--- config.mk ---
export PLATFORM = sky130hd
export DESIGN_NAME = pise_top
export DESIGN_NICKNAME = d
export VERILOG_FILES = /design/src/pise_pkg.sv /design/src/pise_top.sv
export SDC_FILE = /design/constraint.sdc
export NUM_CORES = 1
export LEC_CHECK = 0
export BUFFER_PORTS_ARGS = -buffer_cell sky130_fd_sc_hd__buf_2
export CAP_MARGIN = 20
export CORE_UTILIZATION = 50
export CTS_BUF_LIST = sky130_fd_sc_hd__clkbuf_8
export DETAILED_ROUTE_END_ITERATION = 16
export PLACE_DENSITY = 0.7
export SYNTH_ARGS = -nofsm -noshare
export SYNTH_HDL_FRONTEND = slang
export SYNTH_SLANG_ARGS = --single-unit
--- constraint.sdc ---
create_clock -name clk -period 2 [get_ports clk]
set_input_delay 0.1 -clock clk [delete_from_list [all_inputs] [get_ports clk]]
set_output_delay 0.1 -clock clk [all_outputs]
set_load 0.01 [all_outputs]
--- src/pise_pkg.sv ---
// What this block does
// - reg a bit 15 sets on link quality change while link up; read clears
// - reg a bit 14 sets on energy detect change; read clears
// - reg a bit 13 sets on link status change; pending until read
// - reg a bit 12 sets on speed status change; pending until read
// - reg a bit 11 sets on duplex status change; read clears
// - reg a bit 10 sets on auto-negotiation complete; pending until read
// - reg a bit 9 sets when false carrier counter exceeds half-full; read clears
// - reg a bit 8 sets when receive error counter exceeds half-full; read clears
// - reg a bits 7..0 are read-write enables for flags eight above, reset zero
// - reg b bit 15 sets on energy-efficient-ethernet error; read clears
// - reg b bit 14 sets on auto-negotiation error; pending until read
// - reg b bit 13 sets on received negotiation page; read clears
// - reg b bit 12 sets on loopback fifo overflow or underflow; read clears
// - reg b bit 11 sets on crossover status change; read clears
// - reg b bit 10 sets on sleep mode event; pending until read
// - reg b bit 9 sets on inverted polarity or wake packet; read clears
// - reg b bit 8 sets on jabber detect; read clears
// - reg b bits 7..0 are read-write enables for flags eight above, reset zero
// - event interrupts reach output only with global interrupt enable set
// - polarity one: output idles high, low on interrupt; zero inverts
// - test interrupt bit forces an interrupt while set
// - counters raise half-full event when count exceeds 7fh
package pise_pkg;
  localparam logic [4:0]  ADDR_CTRL      = 5'h11;
  localparam logic [4:0]  ADDR_ISE_A     = 5'h12;
  localparam logic [4:0]  ADDR_ISE_B     = 5'h13;
  localparam logic [4:0]  ADDR_FC_CNT    = 5'h14;
  localparam logic [4:0]  ADDR_RXE_CNT   = 5'h15;
  localparam logic [15:0] RST_ISE        = 16'h0000;
  localparam logic [15:0] RST_CTRL       = 16'h0008;
  localparam int          CTRL_POL_BIT   = 3;
  localparam int          CTRL_TEST_BIT  = 2;
  localparam int          CTRL_IEN_BIT   = 1;
  localparam int          CTRL_OEN_BIT   = 0;
  localparam logic [7:0]  CNT_HALF_FULL  = 8'h7f;
  localparam logic [7:0]  CNT_MAX        = 8'hff;

  typedef struct packed {
    logic [4:0]  addr;
    logic [15:0] wdata;
    logic        wr;
    logic        rd;
  } pise_bus_t;

  // events of reg a, bit order 7..0 maps to flag 15..8
  typedef struct packed {
    logic link_quality;
    logic energy;
    logic link;
    logic speed;
    logic duplex;
    logic an_done;
    logic false_carrier;
    logic rx_error;
  } pise_evt_a_t;

  typedef struct packed {
    logic eee_err;
    logic an_err;
    logic page_rx;
    logic loop_fifo_overrun_underrun;
    logic crossover;
    logic sleep;
    logic pol_or_wake;
    logic jabber;
  } pise_evt_b_t;
endpackage

--- src/pise_top.sv ---
`timescale 1ns/100ps
module pise_top (
  input  wire logic               clk,
  input  wire logic               arst_n,
  input  wire pise_pkg::pise_bus_t bus,
  output logic [15:0]             rdata,
  // phy status levels, from other clock domains
  input  wire logic               link_up,
  input  wire logic               link_good,
  input  wire logic               energy_det,
  input  wire logic               speed_10,
  input  wire logic               full_duplex,
  input  wire logic               an_complete,
  input  wire logic               mdix,
  input  wire logic               sleep_state,
  // phy event pulses, same clock
  input  wire pise_pkg::pise_evt_b_t evt_b,
  input  wire logic               false_carrier_evt,
  input  wire logic               rx_error_evt,
  output logic                    irq_pin_o,
  output logic                    irq_pin_oe
);
  localparam int NLVL = 8;

  logic [NLVL-1:0] lvl_meta_reg;
  logic [NLVL-1:0] lvl_sync_reg;
  logic [NLVL-1:0] lvl_prev_reg;
  logic [NLVL-1:0] lvl_chg;
  logic [15:0]     ise_a_reg;
  logic [15:0]     ise_b_reg;
  logic [15:0]     ctrl_reg;
  logic [7:0]      fc_cnt_reg;
  logic [7:0]      rxe_cnt_reg;
  logic [7:0]      fc_cnt_next;
  logic [7:0]      rxe_cnt_next;
  pise_pkg::pise_evt_a_t evt_a;
  logic            rd_a;
  logic            rd_b;
  logic            rd_fc;
  logic            rd_rxe;
  logic            irq_active;
  logic [7:0]      lvl_b_evt;
  logic            wr_a;
  logic            wr_b;
  logic            irq_pol;
  logic            irq_test;
  logic            irq_gen_en;

  function automatic logic [7:0] sat_inc(input logic [7:0] v, input logic inc, input logic clr);
    logic [7:0] r;
    r = clr ? 8'h00 : v;
    if (inc && r != pise_pkg::CNT_MAX) begin
      r = r + 8'h01;
    end
    return r;
  endfunction

  // two-flop sync; only the second stage feeds the change detector
  always_ff @(posedge clk or negedge arst_n) begin
    if (!arst_n) begin
      lvl_meta_reg <= '0;
      lvl_sync_reg <= '0;
      lvl_prev_reg <= '0;
    end else begin
      lvl_meta_reg <= {link_up, link_good, energy_det, speed_10, full_duplex,
                       an_complete, mdix, sleep_state};
      lvl_sync_reg <= lvl_meta_reg;
      lvl_prev_reg <= lvl_sync_reg;
    end
  end

  assign lvl_chg = lvl_sync_reg ^ lvl_prev_reg;
  assign lvl_b_evt = {4'h0, lvl_chg[1:0], 2'h0};

  assign rd_a   = bus.rd && bus.addr == pise_pkg::ADDR_ISE_A;
  assign rd_b   = bus.rd && bus.addr == pise_pkg::ADDR_ISE_B;
  assign rd_fc  = bus.rd && bus.addr == pise_pkg::ADDR_FC_CNT;
  assign rd_rxe = bus.rd && bus.addr == pise_pkg::ADDR_RXE_CNT;
  assign wr_a   = bus.wr && bus.addr == pise_pkg::ADDR_ISE_A;
  assign wr_b   = bus.wr && bus.addr == pise_pkg::ADDR_ISE_B;

  // counters saturate and clear on read; a count in the read cycle survives as one
  assign fc_cnt_next  = sat_inc(fc_cnt_reg, false_carrier_evt, rd_fc);
  assign rxe_cnt_next = sat_inc(rxe_cnt_reg, rx_error_evt, rd_rxe);

  always_ff @(posedge clk or negedge arst_n) begin
    if (!arst_n) begin
      fc_cnt_reg  <= '0;
      rxe_cnt_reg <= '0;
    end else begin
      fc_cnt_reg  <= fc_cnt_next;
      rxe_cnt_reg <= rxe_cnt_next;
    end
  end

  always_comb begin
    evt_a.link_quality  = lvl_chg[6] && lvl_sync_reg[7];
    evt_a.energy        = lvl_chg[5];
    evt_a.link          = lvl_chg[7];
    evt_a.speed         = lvl_chg[4];
    evt_a.duplex        = lvl_chg[3];
    evt_a.an_done       = lvl_chg[2] && lvl_sync_reg[2];
    // event fires on crossing above half-full, not each count beyond it
    evt_a.false_carrier = fc_cnt_next > pise_pkg::CNT_HALF_FULL &&
                          fc_cnt_reg <= pise_pkg::CNT_HALF_FULL;
    evt_a.rx_error      = rxe_cnt_next > pise_pkg::CNT_HALF_FULL &&
                          rxe_cnt_reg <= pise_pkg::CNT_HALF_FULL;
  end

  // flags: set wins over read-clear
  always_ff @(posedge clk or negedge arst_n) begin
    if (!arst_n) begin
      ise_a_reg <= pise_pkg::RST_ISE;
    end else begin
      ise_a_reg[15:8] <= (rd_a ? 8'h00 : ise_a_reg[15:8]) | evt_a;
      if (wr_a) begin
        ise_a_reg[7:0] <= bus.wdata[7:0];
      end
    end
  end

  always_ff @(posedge clk or negedge arst_n) begin
    if (!arst_n) begin
      ise_b_reg <= pise_pkg::RST_ISE;
    end else begin
      ise_b_reg[15:8] <= (rd_b ? 8'h00 : ise_b_reg[15:8]) | evt_b |
                         lvl_b_evt;
      if (wr_b) begin
        ise_b_reg[7:0] <= bus.wdata[7:0];
      end
    end
  end

  always_ff @(posedge clk or negedge arst_n) begin
    if (!arst_n) begin
      ctrl_reg <= pise_pkg::RST_CTRL;
    end else if (bus.wr && bus.addr == pise_pkg::ADDR_CTRL) begin
      ctrl_reg <= {12'h000, bus.wdata[3:0]};
    end
  end

  always_ff @(posedge clk or negedge arst_n) begin
    if (!arst_n) begin
      rdata <= '0;
    end else if (bus.rd) begin
      unique case (bus.addr)
        pise_pkg::ADDR_CTRL:    rdata <= ctrl_reg;
        pise_pkg::ADDR_ISE_A:   rdata <= ise_a_reg;
        pise_pkg::ADDR_ISE_B:   rdata <= ise_b_reg;
        pise_pkg::ADDR_FC_CNT:  rdata <= {8'h00, fc_cnt_reg};
        pise_pkg::ADDR_RXE_CNT: rdata <= {8'h00, rxe_cnt_reg};
        default:                rdata <= 16'h0000;
      endcase
    end else begin
      rdata <= 16'h0000;
    end
  end

  assign irq_pol    = ctrl_reg[pise_pkg::CTRL_POL_BIT];
  assign irq_test   = ctrl_reg[pise_pkg::CTRL_TEST_BIT];
  assign irq_gen_en = ctrl_reg[pise_pkg::CTRL_IEN_BIT];

  assign irq_active = irq_test ||
                      (irq_gen_en &&
                       (|(ise_a_reg[15:8] & ise_a_reg[7:0]) ||
                        |(ise_b_reg[15:8] & ise_b_reg[7:0])));

  // pin shared with power-down input; only driven when the output enable is set
  always_ff @(posedge clk or negedge arst_n) begin
    if (!arst_n) begin
      irq_pin_o  <= 1'b1;
      irq_pin_oe <= 1'b0;
    end else begin
      irq_pin_o  <= irq_active ^ irq_pol;
      irq_pin_oe <= ctrl_reg[pise_pkg::CTRL_OEN_BIT];
    end
  end

  a_flag_set_pend: assert property (@(posedge clk) disable iff (!arst_n)
    lvl_chg[7] |=> ise_a_reg[13])
    else $error("link change flag not set");

  a_link_qual_gate: assert property (@(posedge clk) disable iff (!arst_n)
    (lvl_chg[6] && lvl_sync_reg[7]) |=> ise_a_reg[15])
    else $error("quality flag not set");

  a_qual_down_quiet: assert property (@(posedge clk) disable iff (!arst_n)
    (!ise_a_reg[15] && !lvl_sync_reg[7]) |=> !ise_a_reg[15])
    else $error("quality flag set with link down");

  a_energy_set: assert property (@(posedge clk) disable iff (!arst_n)
    $changed(lvl_sync_reg[5]) |=> ise_a_reg[14])
    else $error("energy flag not set");

  a_speed_set: assert property (@(posedge clk) disable iff (!arst_n)
    $changed(lvl_sync_reg[4]) |=> ise_a_reg[12])
    else $error("speed flag not set");

  a_duplex_set: assert property (@(posedge clk) disable iff (!arst_n)
    $changed(lvl_sync_reg[3]) |=> ise_a_reg[11])
    else $error("duplex flag not set");

  a_an_done_set: assert property (@(posedge clk) disable iff (!arst_n)
    $rose(lvl_sync_reg[2]) |=> ise_a_reg[10])
    else $error("negotiation done flag not set");

  a_an_fall_quiet: assert property (@(posedge clk) disable iff (!arst_n)
    (!ise_a_reg[10] && !$rose(lvl_sync_reg[2])) |=> !ise_a_reg[10])
    else $error("negotiation done flag set without completion");

  a_mdix_set: assert property (@(posedge clk) disable iff (!arst_n)
    $changed(lvl_sync_reg[1]) |=> ise_b_reg[11])
    else $error("crossover flag not set");

  a_sleep_lvl_set: assert property (@(posedge clk) disable iff (!arst_n)
    $changed(lvl_sync_reg[0]) |=> ise_b_reg[10])
    else $error("sleep flag not set");

  a_half_full: assert property (@(posedge clk) disable iff (!arst_n)
    (fc_cnt_reg == pise_pkg::CNT_HALF_FULL && false_carrier_evt && !rd_fc) |=> ise_a_reg[9])
    else $error("false carrier half full flag not set");

  a_rxe_half_full: assert property (@(posedge clk) disable iff (!arst_n)
    (rxe_cnt_reg == pise_pkg::CNT_HALF_FULL && rx_error_evt && !rd_rxe) |=> ise_a_reg[8])
    else $error("receive error half full flag not set");

  a_fc_hf_once: assert property (@(posedge clk) disable iff (!arst_n)
    (fc_cnt_reg > pise_pkg::CNT_HALF_FULL && !ise_a_reg[9]) |=> !ise_a_reg[9])
    else $error("false carrier half full flag set twice");

  a_fc_saturate: assert property (@(posedge clk) disable iff (!arst_n)
    (fc_cnt_reg == pise_pkg::CNT_MAX && !rd_fc) |=> fc_cnt_reg == pise_pkg::CNT_MAX)
    else $error("false carrier counter wrapped");

  a_evt_b_sets: assert property (@(posedge clk) disable iff (!arst_n)
    evt_b.jabber |=> ise_b_reg[8])
    else $error("jabber flag not set");

  a_eee_set: assert property (@(posedge clk) disable iff (!arst_n)
    evt_b.eee_err |=> ise_b_reg[15])
    else $error("eee error flag not set");

  a_an_err_set: assert property (@(posedge clk) disable iff (!arst_n)
    evt_b.an_err |=> ise_b_reg[14])
    else $error("negotiation error flag not set");

  a_page_set: assert property (@(posedge clk) disable iff (!arst_n)
    evt_b.page_rx |=> ise_b_reg[13])
    else $error("page flag not set");

  a_fifo_set: assert property (@(posedge clk) disable iff (!arst_n)
    evt_b.loop_fifo_overrun_underrun |=> ise_b_reg[12])
    else $error("loop fifo flag not set");

  a_pol_wake_set: assert property (@(posedge clk) disable iff (!arst_n)
    evt_b.pol_or_wake |=> ise_b_reg[9])
    else $error("polarity or wake flag not set");

  a_qual_holds: assert property (@(posedge clk) disable iff (!arst_n)
    (ise_a_reg[15] && !rd_a) |=> ise_a_reg[15])
    else $error("quality flag lost");

  a_energy_holds: assert property (@(posedge clk) disable iff (!arst_n)
    (ise_a_reg[14] && !rd_a) |=> ise_a_reg[14])
    else $error("energy flag lost");

  a_link_holds: assert property (@(posedge clk) disable iff (!arst_n)
    (ise_a_reg[13] && !rd_a) |=> ise_a_reg[13])
    else $error("link flag lost");

  a_speed_holds: assert property (@(posedge clk) disable iff (!arst_n)
    (ise_a_reg[12] && !rd_a) |=> ise_a_reg[12])
    else $error("speed flag lost");

  a_duplex_holds: assert property (@(posedge clk) disable iff (!arst_n)
    (ise_a_reg[11] && !rd_a) |=> ise_a_reg[11])
    else $error("duplex flag lost");

  a_an_holds: assert property (@(posedge clk) disable iff (!arst_n)
    (ise_a_reg[10] && !rd_a) |=> ise_a_reg[10])
    else $error("negotiation done flag lost");

  a_fc_holds: assert property (@(posedge clk) disable iff (!arst_n)
    (ise_a_reg[9] && !rd_a) |=> ise_a_reg[9])
    else $error("false carrier flag lost");

  a_rxe_holds: assert property (@(posedge clk) disable iff (!arst_n)
    (ise_a_reg[8] && !rd_a) |=> ise_a_reg[8])
    else $error("receive error flag lost");

  a_eee_holds: assert property (@(posedge clk) disable iff (!arst_n)
    (ise_b_reg[15] && !rd_b) |=> ise_b_reg[15])
    else $error("eee error flag lost");

  a_an_err_holds: assert property (@(posedge clk) disable iff (!arst_n)
    (ise_b_reg[14] && !rd_b) |=> ise_b_reg[14])
    else $error("negotiation error flag lost");

  a_page_holds: assert property (@(posedge clk) disable iff (!arst_n)
    (ise_b_reg[13] && !rd_b) |=> ise_b_reg[13])
    else $error("page flag lost");

  a_fifo_holds: assert property (@(posedge clk) disable iff (!arst_n)
    (ise_b_reg[12] && !rd_b) |=> ise_b_reg[12])
    else $error("loop fifo flag lost");

  a_mdix_holds: assert property (@(posedge clk) disable iff (!arst_n)
    (ise_b_reg[11] && !rd_b) |=> ise_b_reg[11])
    else $error("crossover flag lost");

  a_flag_holds: assert property (@(posedge clk) disable iff (!arst_n)
    (ise_b_reg[10] && !rd_b) |=> ise_b_reg[10])
    else $error("sleep flag lost");

  a_pol_holds: assert property (@(posedge clk) disable iff (!arst_n)
    (ise_b_reg[9] && !rd_b) |=> ise_b_reg[9])
    else $error("polarity or wake flag lost");

  a_jabber_holds: assert property (@(posedge clk) disable iff (!arst_n)
    (ise_b_reg[8] && !rd_b) |=> ise_b_reg[8])
    else $error("jabber flag lost");

  a_read_clears_a: assert property (@(posedge clk) disable iff (!arst_n)
    (rd_a && evt_a == 8'h00) |=> ise_a_reg[15:8] == 8'h00)
    else $error("read did not clear flags of reg a");

  a_read_clears_b: assert property (@(posedge clk) disable iff (!arst_n)
    (rd_b && evt_b == 8'h00 && lvl_chg[1:0] == 2'h0) |=> ise_b_reg[15:8] == 8'h00)
    else $error("read did not clear flags of reg b");

  a_qual_rd_clear: assert property (@(posedge clk) disable iff (!arst_n)
    (rd_a && !($changed(lvl_sync_reg[6]) && lvl_sync_reg[7])) |=> !ise_a_reg[15])
    else $error("read did not clear quality flag");

  a_energy_rd_clear: assert property (@(posedge clk) disable iff (!arst_n)
    (rd_a && !$changed(lvl_sync_reg[5])) |=> !ise_a_reg[14])
    else $error("read did not clear energy flag");

  a_speed_rd_clear: assert property (@(posedge clk) disable iff (!arst_n)
    (rd_a && !$changed(lvl_sync_reg[4])) |=> !ise_a_reg[12])
    else $error("read did not clear speed flag");

  a_duplex_rd_clear: assert property (@(posedge clk) disable iff (!arst_n)
    (rd_a && !$changed(lvl_sync_reg[3])) |=> !ise_a_reg[11])
    else $error("read did not clear duplex flag");

  a_an_rd_clear: assert property (@(posedge clk) disable iff (!arst_n)
    (rd_a && !$rose(lvl_sync_reg[2])) |=> !ise_a_reg[10])
    else $error("read did not clear negotiation done flag");

  a_enable_rst: assert property (@(posedge clk) disable iff (!arst_n)
    $changed(ise_a_reg[7:0]) |-> $past(wr_a))
    else $error("enables of reg a changed without a write");

  a_enable_b_rst: assert property (@(posedge clk) disable iff (!arst_n)
    $changed(ise_b_reg[7:0]) |-> $past(wr_b))
    else $error("enables of reg b changed without a write");

  a_enable_a_wr: assert property (@(posedge clk) disable iff (!arst_n)
    wr_a |=> {8'h00, ise_a_reg[7:0]} == ($past(bus.wdata) & 16'h00ff))
    else $error("write did not land in enables of reg a");

  a_enable_b_wr: assert property (@(posedge clk) disable iff (!arst_n)
    wr_b |=> {8'h00, ise_b_reg[7:0]} == ($past(bus.wdata) & 16'h00ff))
    else $error("write did not land in enables of reg b");

  a_test_irq: assert property (@(posedge clk) disable iff (!arst_n)
    irq_test |=> irq_pin_o != $past(irq_pol))
    else $error("test bit gives no interrupt");

  a_global_gate: assert property (@(posedge clk) disable iff (!arst_n)
    (!irq_gen_en && !irq_test) |=> irq_pin_o == $past(irq_pol))
    else $error("interrupt passed with global enable off");

  a_irq_active: assert property (@(posedge clk) disable iff (!arst_n)
    (irq_gen_en && |(ise_a_reg[15:8] & ise_a_reg[7:0])) |=> irq_pin_o != $past(irq_pol))
    else $error("enabled pending flag gives no interrupt");

  a_irq_idle: assert property (@(posedge clk) disable iff (!arst_n)
    (!irq_test && (ise_a_reg[15:8] & ise_a_reg[7:0]) == 8'h00 &&
     (ise_b_reg[15:8] & ise_b_reg[7:0]) == 8'h00) |=> irq_pin_o == $past(irq_pol))
    else $error("interrupt without enabled pending flag");

  a_rdata_a: assert property (@(posedge clk) disable iff (!arst_n)
    rd_a |=> rdata == $past(ise_a_reg))
    else $error("read data of reg a wrong");
endmodule

==> flow_metrics.tcl <==
set metrics [dict create \
    drt_iter0_markers 190 \
    synth_cell_types 45 \
    synth_edf_count 0 \
    ys.flop_type "dfrtp_1" \
    fin_skew_ns 0.00996 \
    grt_pass1_vias 2608 \
    start_util_pct 51.8 \
    start_kind "flip-flop" \
    drc_errors 0 \
    criticalPathCategory "flip-flop to flip-flop" \
    critPathCaptureType "flip-flop" \
    powerDensity_mw_per_mm2 936 \
    fin_util_pct 64.0 \
    ys_warn_count 0 \
    root_buffer "clkbuf_8" \
    die_h_um 88.7 \
    gr-usage-all-layers_pct 23.3 \
    layout_common_cells "dfrtp_1 (92), buf_2 (51), nand2_1 (30)" \
    antenna_found_initial 0 \
    worst_pin_slew_ns 0.605 \
    first_pass_iters 5 \
    cp_cell_sequence "nor2b_1, ha_1, nand3_1, nor2_1, buf_4, nand3_1, o21a_1, o221a_2" \
    grt_max_degree 47 \
    vias_per_cell 5.52 \
    clock_power_share_pct 28.6 \
    drive_gt1_share_pct 30.3 \
    synth_area_per_cell_um2 12.8 \
    wl_per_cell_um 16.7 \
    p_int_w 0.00310 \
    final_common_cell "dfrtp_1" \
    cts_tree "built" \
    io-pin-count 61 \
    insertion_delay_ns 0.35 \
    row_count 31 \
    critPathRequiredTime_ns 2.25 \
    io_buffers 52 \
    overflow 0 \
    cts.sinks 94 \
    crit_path_max_fanout 4 \
    power.leakage_nw 2.13 \
    multi_input_area_mm2 0.00134 \
    place_area_mm2 0.00424 \
    fin_area_mm2 0.00464 \
    antennaDiodeCount 0 \
    synth_nets 338 \
    setup_violations 0 \
    htree_levels 3 \
    status "completed" \
    finalWirelength_um 8180 \
    min_period_ns 1.82 \
    gp_congestion 0.851 \
    fin_nets 430 \
    slew_viol_final 0 \
    ff_latch_area_mm2 0.00235 \
    clockBufferDepth 2 \
    cp_top_family "simple AND/OR/NAND/NOR gates" \
    yosys_register_bits 94 \
    hpwl_um 5850 \
    power.ir.vdd_worst_mv 0.558 \
    max_stage_delay_ns 0.39 \
    timing.hold.ws_ns 0.0154 \
    clock.fmax_ghz 0.549 \
    finalHoldViolCount 0 \
    dieArea_mm2 0.00787 \
    area_delta_synth_final_pct 23.5 \
    synth_cells 293 \
    ys_seq_area_share_pct 62.6 \
    die_w_um 88.7 \
    fillCellCount 586 \
    coreArea_mm2 0.00725 \
    seqPwrFrac_pct 55.9 \
    comb_power_share_pct 15.5 \
    cts_setup_buffers 0 \
    swShare_pct 28.8 \
    antenna_left 0 \
    cts_resized 0 \
    holdBufCountCts 21 \
    cap_violations 0 \
    vias 2700 \
    rsz0062_at_grt "false" \
    synth_area_mm2 0.00376 \
    critPathBufInv 1 \
    path_common_cell "nand3_1" \
    synthArstFlopShare_pct 100 \
    finalCritPeriodShare_pct 91.1 \
    cp_slowest_cell "dfrtp_1" \
    grt_pass1_wl_um 13400 \
    power_switching_w 0.00125 \
    maxSlewHeadroom_pct 59.7 \
    arrival_ns 2.07 \
    clk_pin_slew_ns 0.09 \
    worstHoldPathType "input port to flip-flop" \
    cts_buffers 9 \
]
[area by class of cell]
class | count | share of cell area [%]
tap | 99 | 2.67
multi-input combinational | 186 | 28.8
sequential | 94 | 50.7
timing repair buffer | 91 | 13.4
clock buffer | 9 | 2.67
inverter | 3 | 0.242
clock inverter | 7 | 1.56
[synthesized netlist by cell type, types with 2 or more instances]
master	instances	area share, %
o21a_1	2	0.40
a21oi_1	14	1.9
nand2_1	31	3.1
a211o_1	2	0.47
o221a_2	2	0.60
inv_1	3	0.30
and3_1	3	0.50
nand3_1	4	0.53
a21o_1	6	1.2
nor2b_1	3	0.50
a22o_1	16	3.7
mux2_2	20	6.0
or3_1	3	0.50
a211oi_1	3	0.60
nor2_1	9	0.90
a221oi_1	4	0.93
xor2_1	5	1.2
a222oi_1	8	2.1
o21ai_0	5	0.67
xnor2_1	7	1.6
dfrtp_1	92	61
and2_1	5	0.83
buf_2	5	0.67
ha_1	2	0.67
and3b_1	2	0.47
a31oi_1	2	0.33
buf_6	3	0.90
dfstp_2	2	1.4
nand2_2	2	0.33
nand4_1	6	1.0
a22oi_1	5	1.0
nor3_1	4	0.53
[per-stage QoR]
step / setup TNS, ns / setup slack (ns) / total power, W / instances
final: 0 / 0.179 / 0.00435 / 489
after global routing: 0 / 0.0241 / 0.00456 / 489
after CTS: 0 / 0.182 / 0.00438 / 489
after detailed placement: -0.450 / -0.118 / 0.00310 / 452
after global placement: -0.105 / -0.0497 / 0.00307 / 452
after floorplan: 0 / 0.0170 / 0.00279 / 293
[routing by layer]
metal | wire, um | up-vias | global-route usage [%]
met5 | 0 | - | 0
met4 | 131 | 0 | 8.36
met3 | 424 | 14 | 3.36
met2 | 3870 | 89 | 37.3
met1 | 3750 | 1334 | 32.7
li1 | - | 1263 | -
[worst reg2reg max path, stage by stage, from the launching register on]
cell	delay (ns)
dfrtp_1	0.39
nor2b_1	0.20
ha_1	0.20
nand3_1	0.07
nor2_1	0.13
buf_4	0.15
nand3_1	0.12
o21a_1	0.22
o221a_2	0.24
[cells by family after synthesis]
logic type | share of synthesized area, %
DFF | 62.6
and+or+nand+nor | 11.7
AOI/OAI and AO/OA | 14.1
muxes | 5.99
buffers and inverters | 2.06
xor gates and xnor gates | 2.80
adders and majority gates | 0.665
[path summary, 6_finish.rpt]
path / from / to / slack [ns] / depth (start not counted)
worst min register to register: lvl_meta_reg[6] / lvl_sync_reg[6] / 0.35 / 0
max in group asynchronous: arst_n / ise_b_reg[8] / 1.05 / 3
worst max-delay path: rxe_cnt_reg[1] / rxe_cnt_reg[0] / 0.18 / 8
worst min-delay path: bus[2] / ise_b_reg[0] / 0.02 / 2
min in group asynchronous: arst_n / fc_cnt_reg[0] / 0.29 / 2
worst max register to register: rxe_cnt_reg[1] / rxe_cnt_reg[0] / 0.18 / 8
[power groups by stage]
stage          Sequential (W)  Combinational [W]  Clock, W
2_1_floorplan         0.00237           0.000419         0
3_3_place_gp          0.00245           0.000620         0
3_5_place_dp          0.00246           0.000638         0
4_1_cts               0.00242           0.000679   0.00127
5_1_grt               0.00246           0.000754   0.00135
6_report              0.00243           0.000674   0.00124
(Power assumes the default switching activity.)
